$ cat src/inc/sca_pkg.sv
// Shared constants and types for the shift counter and auto refill block.
// Assumes one system clock; the executor and the FIFOs sit outside.
`default_nettype none

package sca_pkg;

    // Counter values
    localparam logic [5:0] SCA_IN_CNT_RESET = 6'h00;  // Nothing shifted in
    localparam logic [5:0] SCA_OUT_CNT_RESET = 6'h20; // Nothing left to shift out
    localparam logic [5:0] SCA_CNT_SAT = 6'h20;       // Saturation value
    localparam logic [5:0] SCA_THRESH_ZERO = 6'h20;   // Threshold meant by field 0
    localparam logic [5:0] SCA_WORD_BITS = 6'h20;

    // Register byte offsets
    localparam logic [7:0] SCA_REG_CONFIG = 8'h00;
    localparam logic [7:0] SCA_REG_CONTROL = 8'h04;
    localparam logic [7:0] SCA_REG_STATUS = 8'h08;
    localparam logic [7:0] SCA_REG_OSR = 8'h0C;
    localparam logic [7:0] SCA_REG_ISR = 8'h10;

    // Field positions
    localparam int unsigned SCA_CFG_REFILL_BIT = 0;
    localparam int unsigned SCA_CFG_DRAIN_BIT = 1;
    localparam int unsigned SCA_CFG_PULL_LSB = 8;
    localparam int unsigned SCA_CFG_PUSH_LSB = 16;
    localparam int unsigned SCA_CTRL_RESTART_BIT = 0;
    localparam int unsigned SCA_STAT_OUT_LSB = 0;
    localparam int unsigned SCA_STAT_IN_LSB = 8;
    localparam int unsigned SCA_STAT_STALL_BIT = 16;
    localparam logic [31:0] SCA_CFG_MASK = 32'h001F_1F03;
    localparam logic [31:0] SCA_CFG_RESET = 32'h0000_0000;

    // Operations presented by the executor
    typedef enum logic [3:0] {
        SCA_OP_NONE = 4'h0,
        SCA_OP_EMIT = 4'h1,
        SCA_OP_CAPTURE = 4'h2,
        SCA_OP_FETCH = 4'h3,
        SCA_OP_FETCH_COND = 4'h4,
        SCA_OP_STORE = 4'h5,
        SCA_OP_COPY_TO_TX = 4'h6,
        SCA_OP_COPY_TO_RX = 4'h7,
        SCA_OP_COPY_FROM_TX = 4'h8
    } sca_op_e;

    typedef struct packed {
        logic valid;
        sca_op_e kind;
        logic [5:0] bit_count;
        logic emit_to_rx;
        logic [31:0] data;
        logic side_en;
        logic [4:0] side;
    } sca_op_s;

    typedef struct packed {
        logic cyc;
        logic stb;
        logic we;
        logic [3:0] sel;
        logic [7:0] adr;
        logic [31:0] dat;
    } sca_wb_req_s;

    // Whole state of the top module
    typedef struct packed {
        logic [31:0] cfg;
        logic [31:0] osr;
        logic [31:0] isr;
        logic [5:0] out_cnt;
        logic [5:0] in_cnt;
        logic tx_pop;
        logic rx_push;
        logic [31:0] rx_data;
        logic done;
        logic stall;
        logic emit_valid;
        logic [31:0] emit_data;
        logic [31:0] copy_data;
        logic side_valid;
        logic [4:0] side;
        logic wb_ack;
        logic [31:0] wb_dat;
    } sca_state_s;

    localparam sca_state_s SCA_STATE_RESET = '{
        cfg: SCA_CFG_RESET,
        osr: 32'h0000_0000,
        isr: 32'h0000_0000,
        out_cnt: SCA_OUT_CNT_RESET,
        in_cnt: SCA_IN_CNT_RESET,
        tx_pop: 1'b0,
        rx_push: 1'b0,
        rx_data: 32'h0000_0000,
        done: 1'b0,
        stall: 1'b0,
        emit_valid: 1'b0,
        emit_data: 32'h0000_0000,
        copy_data: 32'h0000_0000,
        side_valid: 1'b0,
        side: 5'h00,
        wb_ack: 1'b0,
        wb_dat: 32'h0000_0000
    };

endpackage

`default_nettype wire

$ cat src/design/sca_shift_counter.sv
// Shift counters with automatic refill of the output shift register and
// automatic drain of the input shift register, plus a Wishbone register file.
// Assumes the executor holds each operation until op_done_o and that the
// TX FIFO read port and RX FIFO write port sit outside this block.
//
// The implementer's own choices: the Wishbone register port and the placing of the registers.
`default_nettype none

module sca_shift_counter (
    input wire logic clk_i,
    input wire logic rst_i,
    input wire sca_pkg::sca_wb_req_s wb_i,
    output logic wb_ack_o,
    output logic [31:0] wb_dat_o,
    input wire sca_pkg::sca_op_s op_i,
    output logic op_done_o,
    output logic op_stall_o,
    output logic emit_valid_o,
    output logic [31:0] emit_data_o,
    output logic [31:0] copy_data_o,
    input wire logic tx_valid_i,
    input wire logic [31:0] tx_data_i,
    output logic tx_pop_o,
    input wire logic rx_ready_i,
    output logic rx_push_o,
    output logic [31:0] rx_data_o,
    output logic side_valid_o,
    output logic [4:0] side_o
);
    import sca_pkg::*;

    sca_state_s s_reg;
    sca_state_s s_next;
    logic [5:0] pull_thresh;
    logic [5:0] push_thresh;

    // Saturating counter addition
    function automatic logic [5:0] sat_add(input logic [5:0] a, input logic [5:0] b);
        logic [6:0] sum;
        sum = {1'b0, a} + {1'b0, b};
        return (sum > {1'b0, SCA_CNT_SAT}) ? SCA_CNT_SAT : sum[5:0];
    endfunction

    // Mask of the low n bits of a word
    function automatic logic [31:0] low_mask(input logic [5:0] n);
        logic [31:0] m;
        m = 32'hFFFF_FFFF;
        if (n < SCA_WORD_BITS) begin
            m = ~(32'hFFFF_FFFF << n);
        end
        return m;
    endfunction

    // Byte lane merge for register writes
    function automatic logic [31:0] lane_merge(input logic [31:0] old_w,
                                               input logic [31:0] new_w,
                                               input logic [3:0] sel);
        logic [31:0] r;
        r = old_w;
        for (int i = 0; i < 4; i++) begin
            if (sel[i]) begin
                r[i*8 +: 8] = new_w[i*8 +: 8];
            end
        end
        return r;
    endfunction

    sca_thresh_decode u_thresh (
        .pull_field_i(s_reg.cfg[SCA_CFG_PULL_LSB +: 5]),
        .push_field_i(s_reg.cfg[SCA_CFG_PUSH_LSB +: 5]),
        .pull_thresh_o(pull_thresh),
        .push_thresh_o(push_thresh)
    );

    // Next state of the whole block
    always_comb begin
        logic refill_en;
        logic drain_en;
        logic op_go;
        logic tx_avail;
        logic rx_room;
        logic restart;
        logic loaded;
        logic stall;
        logic [5:0] n;
        logic [5:0] cnt;
        logic [31:0] isr_shift;
        s_next = s_reg;
        refill_en = s_reg.cfg[SCA_CFG_REFILL_BIT];
        drain_en = s_reg.cfg[SCA_CFG_DRAIN_BIT];
        // An op seen done last cycle is the same op; it is not run twice
        op_go = op_i.valid && !s_reg.done;
        // A word popped last cycle is still on the FIFO output
        tx_avail = tx_valid_i && !s_reg.tx_pop;
        rx_room = rx_ready_i && !s_reg.rx_push;
        restart = 1'b0;
        loaded = 1'b0;
        stall = 1'b0;
        n = op_i.bit_count;
        cnt = 6'h00;
        isr_shift = 32'h0000_0000;
        s_next.tx_pop = 1'b0;
        s_next.rx_push = 1'b0;
        s_next.done = 1'b0;
        s_next.emit_valid = 1'b0;
        s_next.side_valid = 1'b0;
        s_next.wb_ack = 1'b0;

        // Wishbone slave, one wait state, ack dropped after one cycle
        if (wb_i.cyc && wb_i.stb && !s_reg.wb_ack) begin
            s_next.wb_ack = 1'b1;
            s_next.wb_dat = 32'h0000_0000;
            if (wb_i.we) begin
                if (wb_i.adr == SCA_REG_CONFIG) begin
                    s_next.cfg = lane_merge(s_reg.cfg, wb_i.dat, wb_i.sel) & SCA_CFG_MASK;
                end else if (wb_i.adr == SCA_REG_CONTROL) begin
                    restart = wb_i.sel[0] && wb_i.dat[SCA_CTRL_RESTART_BIT];
                end
            end else begin
                if (wb_i.adr == SCA_REG_CONFIG) begin
                    s_next.wb_dat = s_reg.cfg;
                end else if (wb_i.adr == SCA_REG_STATUS) begin
                    s_next.wb_dat[SCA_STAT_OUT_LSB +: 6] = s_reg.out_cnt;
                    s_next.wb_dat[SCA_STAT_IN_LSB +: 6] = s_reg.in_cnt;
                    s_next.wb_dat[SCA_STAT_STALL_BIT] = s_reg.stall;
                end else if (wb_i.adr == SCA_REG_OSR) begin
                    s_next.wb_dat = s_reg.osr;
                end else if (wb_i.adr == SCA_REG_ISR) begin
                    s_next.wb_dat = s_reg.isr;
                end
            end
        end

        // Side-set follows every cycle the op is presented, stalled or not
        if (op_go && op_i.side_en) begin
            s_next.side = op_i.side;
            s_next.side_valid = 1'b1;
        end

        // Output shift register path
        if (op_go && op_i.kind == SCA_OP_EMIT) begin
            if (refill_en && s_reg.out_cnt >= pull_thresh) begin
                // Empty register: refill now, shift next time
                stall = 1'b1;
                if (tx_avail) begin
                    s_next.osr = tx_data_i;
                    s_next.out_cnt = 6'h00;
                    s_next.tx_pop = 1'b1;
                end
            end else begin
                s_next.emit_valid = !op_i.emit_to_rx;
                s_next.emit_data = s_reg.osr & low_mask(n);
                s_next.osr = (n >= SCA_WORD_BITS) ? 32'h0000_0000 : (s_reg.osr >> n);
                cnt = sat_add(s_reg.out_cnt, n);
                s_next.out_cnt = cnt;
                if (refill_en && cnt >= pull_thresh && tx_avail) begin
                    // Refill alongside the last bits going out
                    s_next.osr = tx_data_i;
                    s_next.out_cnt = 6'h00;
                    s_next.tx_pop = 1'b1;
                end
            end
        end else begin
            cnt = s_reg.out_cnt;
            if (op_go && op_i.kind == SCA_OP_COPY_TO_TX) begin
                s_next.osr = op_i.data;
                cnt = 6'h00;
            end else if (op_go && op_i.kind == SCA_OP_COPY_FROM_TX) begin
                s_next.copy_data = s_reg.osr;
            end else if (op_go && (op_i.kind == SCA_OP_FETCH ||
                                   op_i.kind == SCA_OP_FETCH_COND)) begin
                if (op_i.kind == SCA_OP_FETCH_COND && s_reg.out_cnt < pull_thresh) begin
                    loaded = 1'b0;
                end else if (refill_en && s_reg.out_cnt == 6'h00) begin
                    loaded = 1'b0;
                end else if (tx_avail) begin
                    s_next.osr = tx_data_i;
                    s_next.tx_pop = 1'b1;
                    cnt = 6'h00;
                    loaded = 1'b1;
                end else begin
                    stall = 1'b1;
                end
            end
            s_next.out_cnt = cnt;
            if (refill_en && !loaded && cnt >= pull_thresh && tx_avail) begin
                s_next.osr = tx_data_i;
                s_next.out_cnt = 6'h00;
                s_next.tx_pop = 1'b1;
            end
        end

        // Input shift register path
        if (op_go && op_i.kind == SCA_OP_CAPTURE) begin
            isr_shift = (n >= SCA_WORD_BITS) ? op_i.data :
                        ((s_reg.isr << n) | (op_i.data & low_mask(n)));
            cnt = sat_add(s_reg.in_cnt, n);
            if (drain_en && cnt >= push_thresh) begin
                if (!rx_room) begin
                    stall = 1'b1;
                end else begin
                    s_next.rx_data = isr_shift;
                    s_next.rx_push = 1'b1;
                    s_next.isr = 32'h0000_0000;
                    s_next.in_cnt = 6'h00;
                end
            end else begin
                s_next.isr = isr_shift;
                s_next.in_cnt = cnt;
            end
        end else if (op_go && op_i.kind == SCA_OP_STORE) begin
            if (rx_room) begin
                s_next.rx_data = s_reg.isr;
                s_next.rx_push = 1'b1;
                s_next.isr = 32'h0000_0000;
                s_next.in_cnt = 6'h00;
            end else begin
                stall = 1'b1;
            end
        end else if (op_go && op_i.kind == SCA_OP_COPY_TO_RX) begin
            s_next.isr = op_i.data;
            s_next.in_cnt = 6'h00;
        end else if (op_go && op_i.kind == SCA_OP_EMIT && op_i.emit_to_rx && !stall) begin
            s_next.isr = s_reg.osr & low_mask(n);
            s_next.in_cnt = n;
        end

        // Completion of the presented op
        s_next.stall = op_go && stall;
        s_next.done = op_go && !stall;

        // Restart wins over the counters, shift registers, FIFO strobes and op answer of this cycle; side-set and copy data are kept
        if (restart) begin
            s_next.out_cnt = SCA_OUT_CNT_RESET;
            s_next.in_cnt = SCA_IN_CNT_RESET;
            s_next.osr = 32'h0000_0000;
            s_next.isr = 32'h0000_0000;
            s_next.tx_pop = 1'b0;
            s_next.rx_push = 1'b0;
            s_next.done = 1'b0;
            s_next.stall = 1'b0;
            s_next.emit_valid = 1'b0;
        end
    end

    // State register
    always_ff @(posedge clk_i) begin
        if (rst_i) begin
            s_reg <= SCA_STATE_RESET;
        end else begin
            s_reg <= s_next;
        end
    end

    // Outputs straight from the state register
    assign wb_ack_o = s_reg.wb_ack;
    assign wb_dat_o = s_reg.wb_dat;
    assign op_done_o = s_reg.done;
    assign op_stall_o = s_reg.stall;
    assign emit_valid_o = s_reg.emit_valid;
    assign emit_data_o = s_reg.emit_data;
    assign copy_data_o = s_reg.copy_data;
    assign tx_pop_o = s_reg.tx_pop;
    assign rx_push_o = s_reg.rx_push;
    assign rx_data_o = s_reg.rx_data;
    assign side_valid_o = s_reg.side_valid;
    assign side_o = s_reg.side;

endmodule

`default_nettype wire

$ cat src/design/sca_thresh_decode.sv
// Threshold field decoder for the refill and drain comparisons.
// Assumes the fields come straight from the configuration register.
`default_nettype none

module sca_thresh_decode (
    input wire logic [4:0] pull_field_i,
    input wire logic [4:0] push_field_i,
    output logic [5:0] pull_thresh_o,
    output logic [5:0] push_thresh_o
);
    import sca_pkg::*;

    // Field zero means a whole word, other values are used as they are
    always_comb begin
        pull_thresh_o = (pull_field_i == 5'h00) ? SCA_THRESH_ZERO : {1'b0, pull_field_i};
        push_thresh_o = (push_field_i == 5'h00) ? SCA_THRESH_ZERO : {1'b0, push_field_i};
    end

endmodule

`default_nettype wire

$ cat config.mk
export PLATFORM = sky130hd
export DESIGN_NAME = sca_shift_counter
export DESIGN_NICKNAME = d
export VERILOG_FILES = /design/src/inc/sca_pkg.sv /design/src/design/sca_shift_counter.sv /design/src/design/sca_thresh_decode.sv
export SDC_FILE = /design/constraint.sdc
export NUM_CORES = 1
export LEC_CHECK = 0
export BUFFER_PORTS_ARGS = -buffer_cell sky130_fd_sc_hd__buf_2
export CORE_UTILIZATION = 40
export DETAILED_ROUTE_END_ITERATION = 12
export PLACE_DENSITY = 0.66
export SETUP_SLACK_MARGIN = 0.3
export SYNTH_ARGS = -nofsm -noshare
export SYNTH_HDL_FRONTEND = slang
export SYNTH_SLANG_ARGS = --single-unit
$ cat constraint.sdc
create_clock -name clk_i -period 4.8 [get_ports clk_i]
set_input_delay 0.72 -clock clk_i [delete_from_list [all_inputs] [get_ports clk_i]]
set_output_delay 0.72 -clock clk_i [all_outputs]
set_load 0.02 [all_outputs]
# Yosys cells after proc, flatten, opt, wreduce, memory -nomap -nowiden
# Index checks and enable logic that the tools add are counted.
[classes]
order_cmp = 9
mux = 91
add_sub_neg = 2
bitwise = 8
n_eq_ne = 16
n_reduce_logical = 52
shifts = 3
[ops]
columns = ["operator", "count"]
rows = [
  ["two-way mux 32 bit", 30],
  ["two-way mux 33 bit", 6],
  ["two-way mux 6 bit", 24],
  ["bitwise AND 32 bit", 3],
  ["NOT 32 bit", 1],
  ["bitwise OR 32 bit", 1],
  ["left shift 32 x 6 -> 32 bit", 1],
  ["left shift 32 x 6 -> 32 bit, first input constant", 1],
  ["right shift 32 x 6 -> 32 bit", 1],
  ["two-way mux 1 bit", 28],
  ["logical AND 1 bit", 27],
  ["greater-or-equal comparator 6 bit", 4],
  ["equality test 4 x 3 -> 1 bit, second input constant", 4],
  ["equality test 8 x 4 -> 1 bit, second input constant", 2],
  ["AND reduction 4 bit", 4],
  ["two-way mux 15 bit", 1],
  ["adder 6 x 6 -> 7 bit", 2],
  ["greater-than comparator 7 x 6 -> 1 bit, second input constant", 2],
  ["inequality test 4 x 2 -> 1 bit, second input constant", 3],
  ["logical NOT 5 bit", 2],
  ["equality test 4 x 2 -> 1 bit, second input constant", 2],
  ["equality test 8 x 3 -> 1 bit, second input constant", 1],
  ["equality test 8 x 5 -> 1 bit, second input constant", 1],
  ["logical NOT 1 bit", 8],
  ["other kinds (17)", 22],
]
[word_totals]
wordCells = 200
inputBits = 133
ff_bits = 228
out_inout_bits = 140

# Logic depth before layout (Yosys ltp)
[logic_depth]
word_depth = 20
ltp_mapped = 18
depth_no_buf = 16

# Cells and area by module
# From an unflattened synthesis, not the netlist that was laid out.
[hier_totals]
cells_unflattened = 2399
area_unflattened_um2 = 17744.5
[modules_own_cells]
columns = ["mod", "area_each_um2", "seq_area_each_um2", "instances", "cells_each"]
rows = [
  ["sca_shift_counter", 17671.9, 4564.4, 1, 2385],
  ["sca_thresh_decode", 72.6, 0.0, 1, 14],
]

# Worst setup path before layout
# Ideal clock, no wire load.
[synth_path]
kind = "input to register"
start = "input op_i[40] in the netlist's numbering"
end = "register s_reg[188] in the netlist's numbering"
arrival_ns = 4.432
t_required_ns = 4.726
path_buffers = 1
stages = 16
setup_slack_ns = 0.293
cell_sequence = "ha_1 a21o_1 a21oi_1 nor4_1 a2111oi_0 o21a_1 nand2_1 ha_1 nand2b_1 a31oi_1 o21ai_1 a21oi_1 clkbuf_1 nand3_1 a31o_2 a31oi_1"
[synth_between]
elab_chain_len = 9
elab_cells_between_ends = 12
cone_classes = "add/sub (1); order compare (3); shift (1); mux (5); reduce/logical (2)"
[synth_lines]
columns = ["item", "line_no", "rtl"]
rows = [
  ["start: declaration", "sca_shift_counter.sv:15", "input wire sca_pkg::sca_op_s op_i,"],
  ["adder 6 x 6 -> 7 bit", "sca_shift_counter.sv:40", "sum = {1'b0, a} + {1'b0, b};"],
  ["greater-than comparator 7 x 6 -> 1 bit", "sca_shift_counter.sv:41", "return (sum > {1'b0, SCA_CNT_SAT}) ? SCA_CNT_SAT : sum[5:0];"],
  ["two-way mux 6 bit", "sca_shift_counter.sv:41", ""],
  ["greater-or-equal comparator 6 bit", "sca_shift_counter.sv:156", "if (refill_en && cnt >= pull_thresh && tx_avail) begin"],
  ["logical AND 1 bit (2 in a row)", "sca_shift_counter.sv:156", ""],
  ["two-way mux 32 bit *", "sca_shift_counter.sv:156", ""],
  ["two-way mux 32 bit *", "sca_shift_counter.sv:142", "if (refill_en && s_reg.out_cnt >= pull_thresh) begin"],
  ["two-way mux 32 bit *", "sca_shift_counter.sv:141", "if (op_go && op_i.kind == SCA_OP_EMIT) begin"],
  ["end signal: assignment", "sca_shift_counter.sv:251", "s_reg <= s_next;"],
  ["end: declaration", "sca_shift_counter.sv:32", "sca_state_s s_reg;"],
]
# Every way passes the cells marked *; elsewhere a longest branch is shown, timed or not.
# A chain may end at the register's enable or synchronous reset.

# Worst setup path after layout
[layout_path]
start = "register s_reg[226] in the netlist's numbering"
end = "register s_reg[191] in the netlist's numbering"
[layout_between]
elab_chain_len = 15
elab_cells_between_ends = 33
cone_classes = "order compare (4); eq/ne (3); mux (15); reduce/logical (11)"
[layout_lines]
columns = ["item", "line_no", "rtl"]
rows = [
  ["logical NOT 5 bit", "sca_thresh_decode.sv:15", "pull_thresh_o = (pull_field_i == 5'h00) ? SCA_THRESH_ZERO : {1'b0, pull_field_i};"],
  ["two-way mux 6 bit *", "sca_thresh_decode.sv:15", ""],
  ["parallel branches: the longest is 13 deep, another holds < comparator 6 bit", "n/a", ""],
]
# Every way passes the cells marked *. The select of a mux whose other input is x is not followed.

==> impl_metrics.csv <==
group,metric,value,unit
placement,placement.io_buffers,251,
timing,fin_setup_tns,0,ns
timing,slew-limit-headroom,15.86,%
global_route,grt_pass1_wl,139800,um
cts,path_clk_slew,0.06,ns
timing,hold_viol_final,0,
cts,insertion_delay,0.60,ns
cts,hold_buffers,0,
pwr,ir_worst_vdd,0.2360,mV
placement,dpl_cell_area,19380,sq um
global_route,grt_max_degree,88,
floorplan,num_rows,77,
hold_path,min_from,"op_i[1]",
timing,whs,0.3884,ns
floorplan,io_pins,273,
pwr,clockPowerShare,45.5,%
cells_and_area,finalInstanceArea,20520,sq um
logic_synthesis,avgSynthCellArea,7.502,sq um
global_route,overflow,0,
worst_setup_path,critPathCaptureType,"flop",
cts,tritoncts,"built",
pwr,pwr-share-comb,17.4,%
floorplan,start_util,40.94,%
timing,tightestPinTransition,1.258,ns
logic_synthesis,async_flop_share,0,%
timing,maxSlewViolCount,0,
worst_setup_path,cpMostUsedCell,"a21oi_1",
pwr,sw_frac_of_total,31.00,%
logic_synthesis,synth_fp_nets,2605,
worst_setup_path,path_max_fanout,6,
worst_setup_path,r2r-start,"s_reg[226]",
worst_setup_path,rr_worst_depth,18,
cts,cts.sinks,228,
pwr,p_leak,7.899,nW
routing,first_iter_violations,2828,
worst_setup_path,crit_slowest_cell,"a21boi_0",
worst_setup_path,critPathKind,"flop to flop",
logic_synthesis,synthFlopType,"dfxtp_1",
hold_path,hold_depth,3,
worst_setup_path,ff2ff_setup_slack,0.48,ns
routing,via_per_inst,6.704,
cts,cts_made_buffers,28,
placement,place_ws,0.1202,ns
pwr,p_sw,1.685,mW
pwr,power_density,264.8,nW/um^2
timing,min_period,4.321,ns
logic_synthesis,netlist_instances,2434,
routing,vias,20720,
timing,rsz0062_at_grt,"false",
cells_and_area,final_cell_mix,"nand2_1, a21oi_1, buf_2",
placement,routabilityCongestion,1.026,
timing,max_freq,0.2315,GHz
worst_setup_path,cp_cell_sequence,"nor4_2, nand2_1, ha_1, nand4_1, o21bai_2, a41oi_4, buf_4, a21oi_1, and2_1, ha_1, a21oi_1, a21oi_1, a21o_1, a211oi_1, buf_4, a21oi_2, a21boi_0, a22o_1",
global_route,antenna_found_initial,7,
cells_and_area,area_growth,12.40,%
pwr,pwr-share-seq,37.1,%
logic_synthesis,ys_seq_area_share,25.00,%
global_route,grt_usage,41.26,%
floorplan,die_h,215.7,um
cts,cts.path.max_buffers,3,
cells_and_area,largest_register_ffs,88,
routing,firstDrtPassIters,6,
routing,drcViolationCount,0,
floorplan,core-area,44610,sq um
worst_setup_path,arrival,4.84,ns
worst_setup_path,r2r-end,"s_reg[191]",
cts,htreeDepth,1,
cts,ctsRootBufferMaster,"clkbuf_16",
hold_path,hold_class,"input pin to flop",
pwr,p_int,3.750,mW
cells_and_area,fin_nets,2647,
logic_synthesis,yosys.cell_types.count,78,
routing,wl_per_cell,31.94,um
timing,setup_violations,0,
global_route,grt_pass1_vias,19750,
timing,layout_setup_ws,0.4795,ns
logic_synthesis,synth_edf_count,0,
timing,post-route-period-util,90.01,%
cells_and_area,drive_above_1_share,22.67,%
floorplan,die_w,215.7,um
hold_path,min_to,"side_o[1]",
cells_and_area,layout_commonest_cell,"nand2_1",
placement,place_hpwl,72910,um
worst_setup_path,required,5.32,ns
status,status,"finished clean",
timing,fin_skew,0.02408,ns
pwr,p_total,5.435,mW
logic_synthesis,ys_warn_count,0,
routing,ant_nets,0,
logic_synthesis,syn_area,18260,sq um
floorplan,fp.dieArea,46510,sq um
logic_synthesis,synth-seq-cells,228,
worst_setup_path,crit_path_max_incr_delay,0.43,ns
routing,wl,98720,um
job,max_cap_violations,0,
worst_setup_path,worst_setup_path_start_kind,"flop",
how the worst max path moves through the flow:
stage	slack [ns]	cells after the start	end	from
2_1_floorplan	0.44	16	s_reg[188]	op_i[40]
3_3_place_gp	0.17	16	s_reg[198]	op_i[40]
3_5_place_dp	0.12	17	s_reg[141]	op_i[39]
4_1_cts	0.33	18	s_reg[202]	s_reg[226]
5_1_grt	0.33	18	s_reg[196]	s_reg[226]
6_report	0.48	18	s_reg[191]	s_reg[226]
critical path, delay by kind of cell, from the launching register on:
kind | cells | cell delay [ns]
flip-flops | 1 | 0.37
buffers and inverters | 2 | 0.37
AND/OR/NAND/NOR | 4 | 0.78
adder cells (fa/ha/maj) | 2 | 0.65
AO/OA/AOI/OAI | 10 | 2.06
power groups by stage:
| stage | Sequential [mW] | Combinational [mW] | Clock [mW] |
|---|---|---|---|
| finish | 2.02 | 0.946 | 2.47 |
| global route | 2.01 | 0.981 | 2.58 |
| CTS | 2.01 | 0.906 | 2.49 |
| detailed placement | 2.05 | 0.902 | 0 |
| global placement | 2.05 | 0.898 | 0 |
| floorplan | 1.97 | 0.542 | 0 |
logic make-up after synthesis:
kind of cell	share of synthesized area [%]
AOI/OAI and AO/OA	27.87
xor gates and xnor gates	0.2878
adders and majority gates	2.686
buffers and inverters	12.02
DFF	25.00
muxes	12.11
and+or+nand+nor	20.03
layer usage:
metal	global-route usage (%)	vias to the layer above	part of all wire [%]
li1	-	8889	-
met1	54.00	10070	39
met2	61.08	1461	42
met3	9.866	298	11
met4	25.32	4	6.8
met5	0	-	0.027
stage by stage:
stage	cells	utilization, %
floorplan	2434	-
global placement	3037	43.44
detailed placement	3037	43.44
CTS	3088	45.84
global route	3089	46.00
finish	3091	46.01
area by class of cell:
type	instances	area [sq um]
diodes	2	5.005
clock inverters	15	277.8
well taps	592	740.7
fillers	4562	24080
multi-input cells	1786	11630
flip-flops and latches	228	4566
repair buffers	394	2385
clock buffers	36	780.7
inverters	38	142.6
Yosys cell counts (16+ instances only):
library cell    n  area (sq um)
dfxtp_1       228          4564
a22oi_1        54         405.4
mux2_2         28         315.3
o22ai_1        20         125.1
a211oi_1       40         300.3
nor2_1        216         810.8
o21ai_0       116         580.6
buf_2          26         130.1
o211ai_1       37         277.8
buf_1          16         60.06
and3_1         28         175.2
nand3_1       104         520.5
a31oi_1        39         244.0
nor3_1         40         200.2
a221o_1        22         220.2
a221oi_1       26         227.7
buf_4         149          1119
ha_1           36         450.4
mux2i_1        59         590.6
clkbuf_1      185         694.4
a21oi_1       257          1286
nor4_1         17         106.4
nand2_1       328          1231
inv_1          35         131.4
mux4_2         58          1306
a32oi_1        17         148.9
timing repair:
| action | in CTS | in global routing |
|---|---|---|
| setup endpoints to repair | 13 | 29 |
| setup buffers | 0 | 1 |
| gates resized for setup | 4 | 16 |
| pin swaps | 0 | 2 |
| endpoints found under the hold margin | 0 | 0 |
Note: power is estimated with default switching activity, not from simulation.
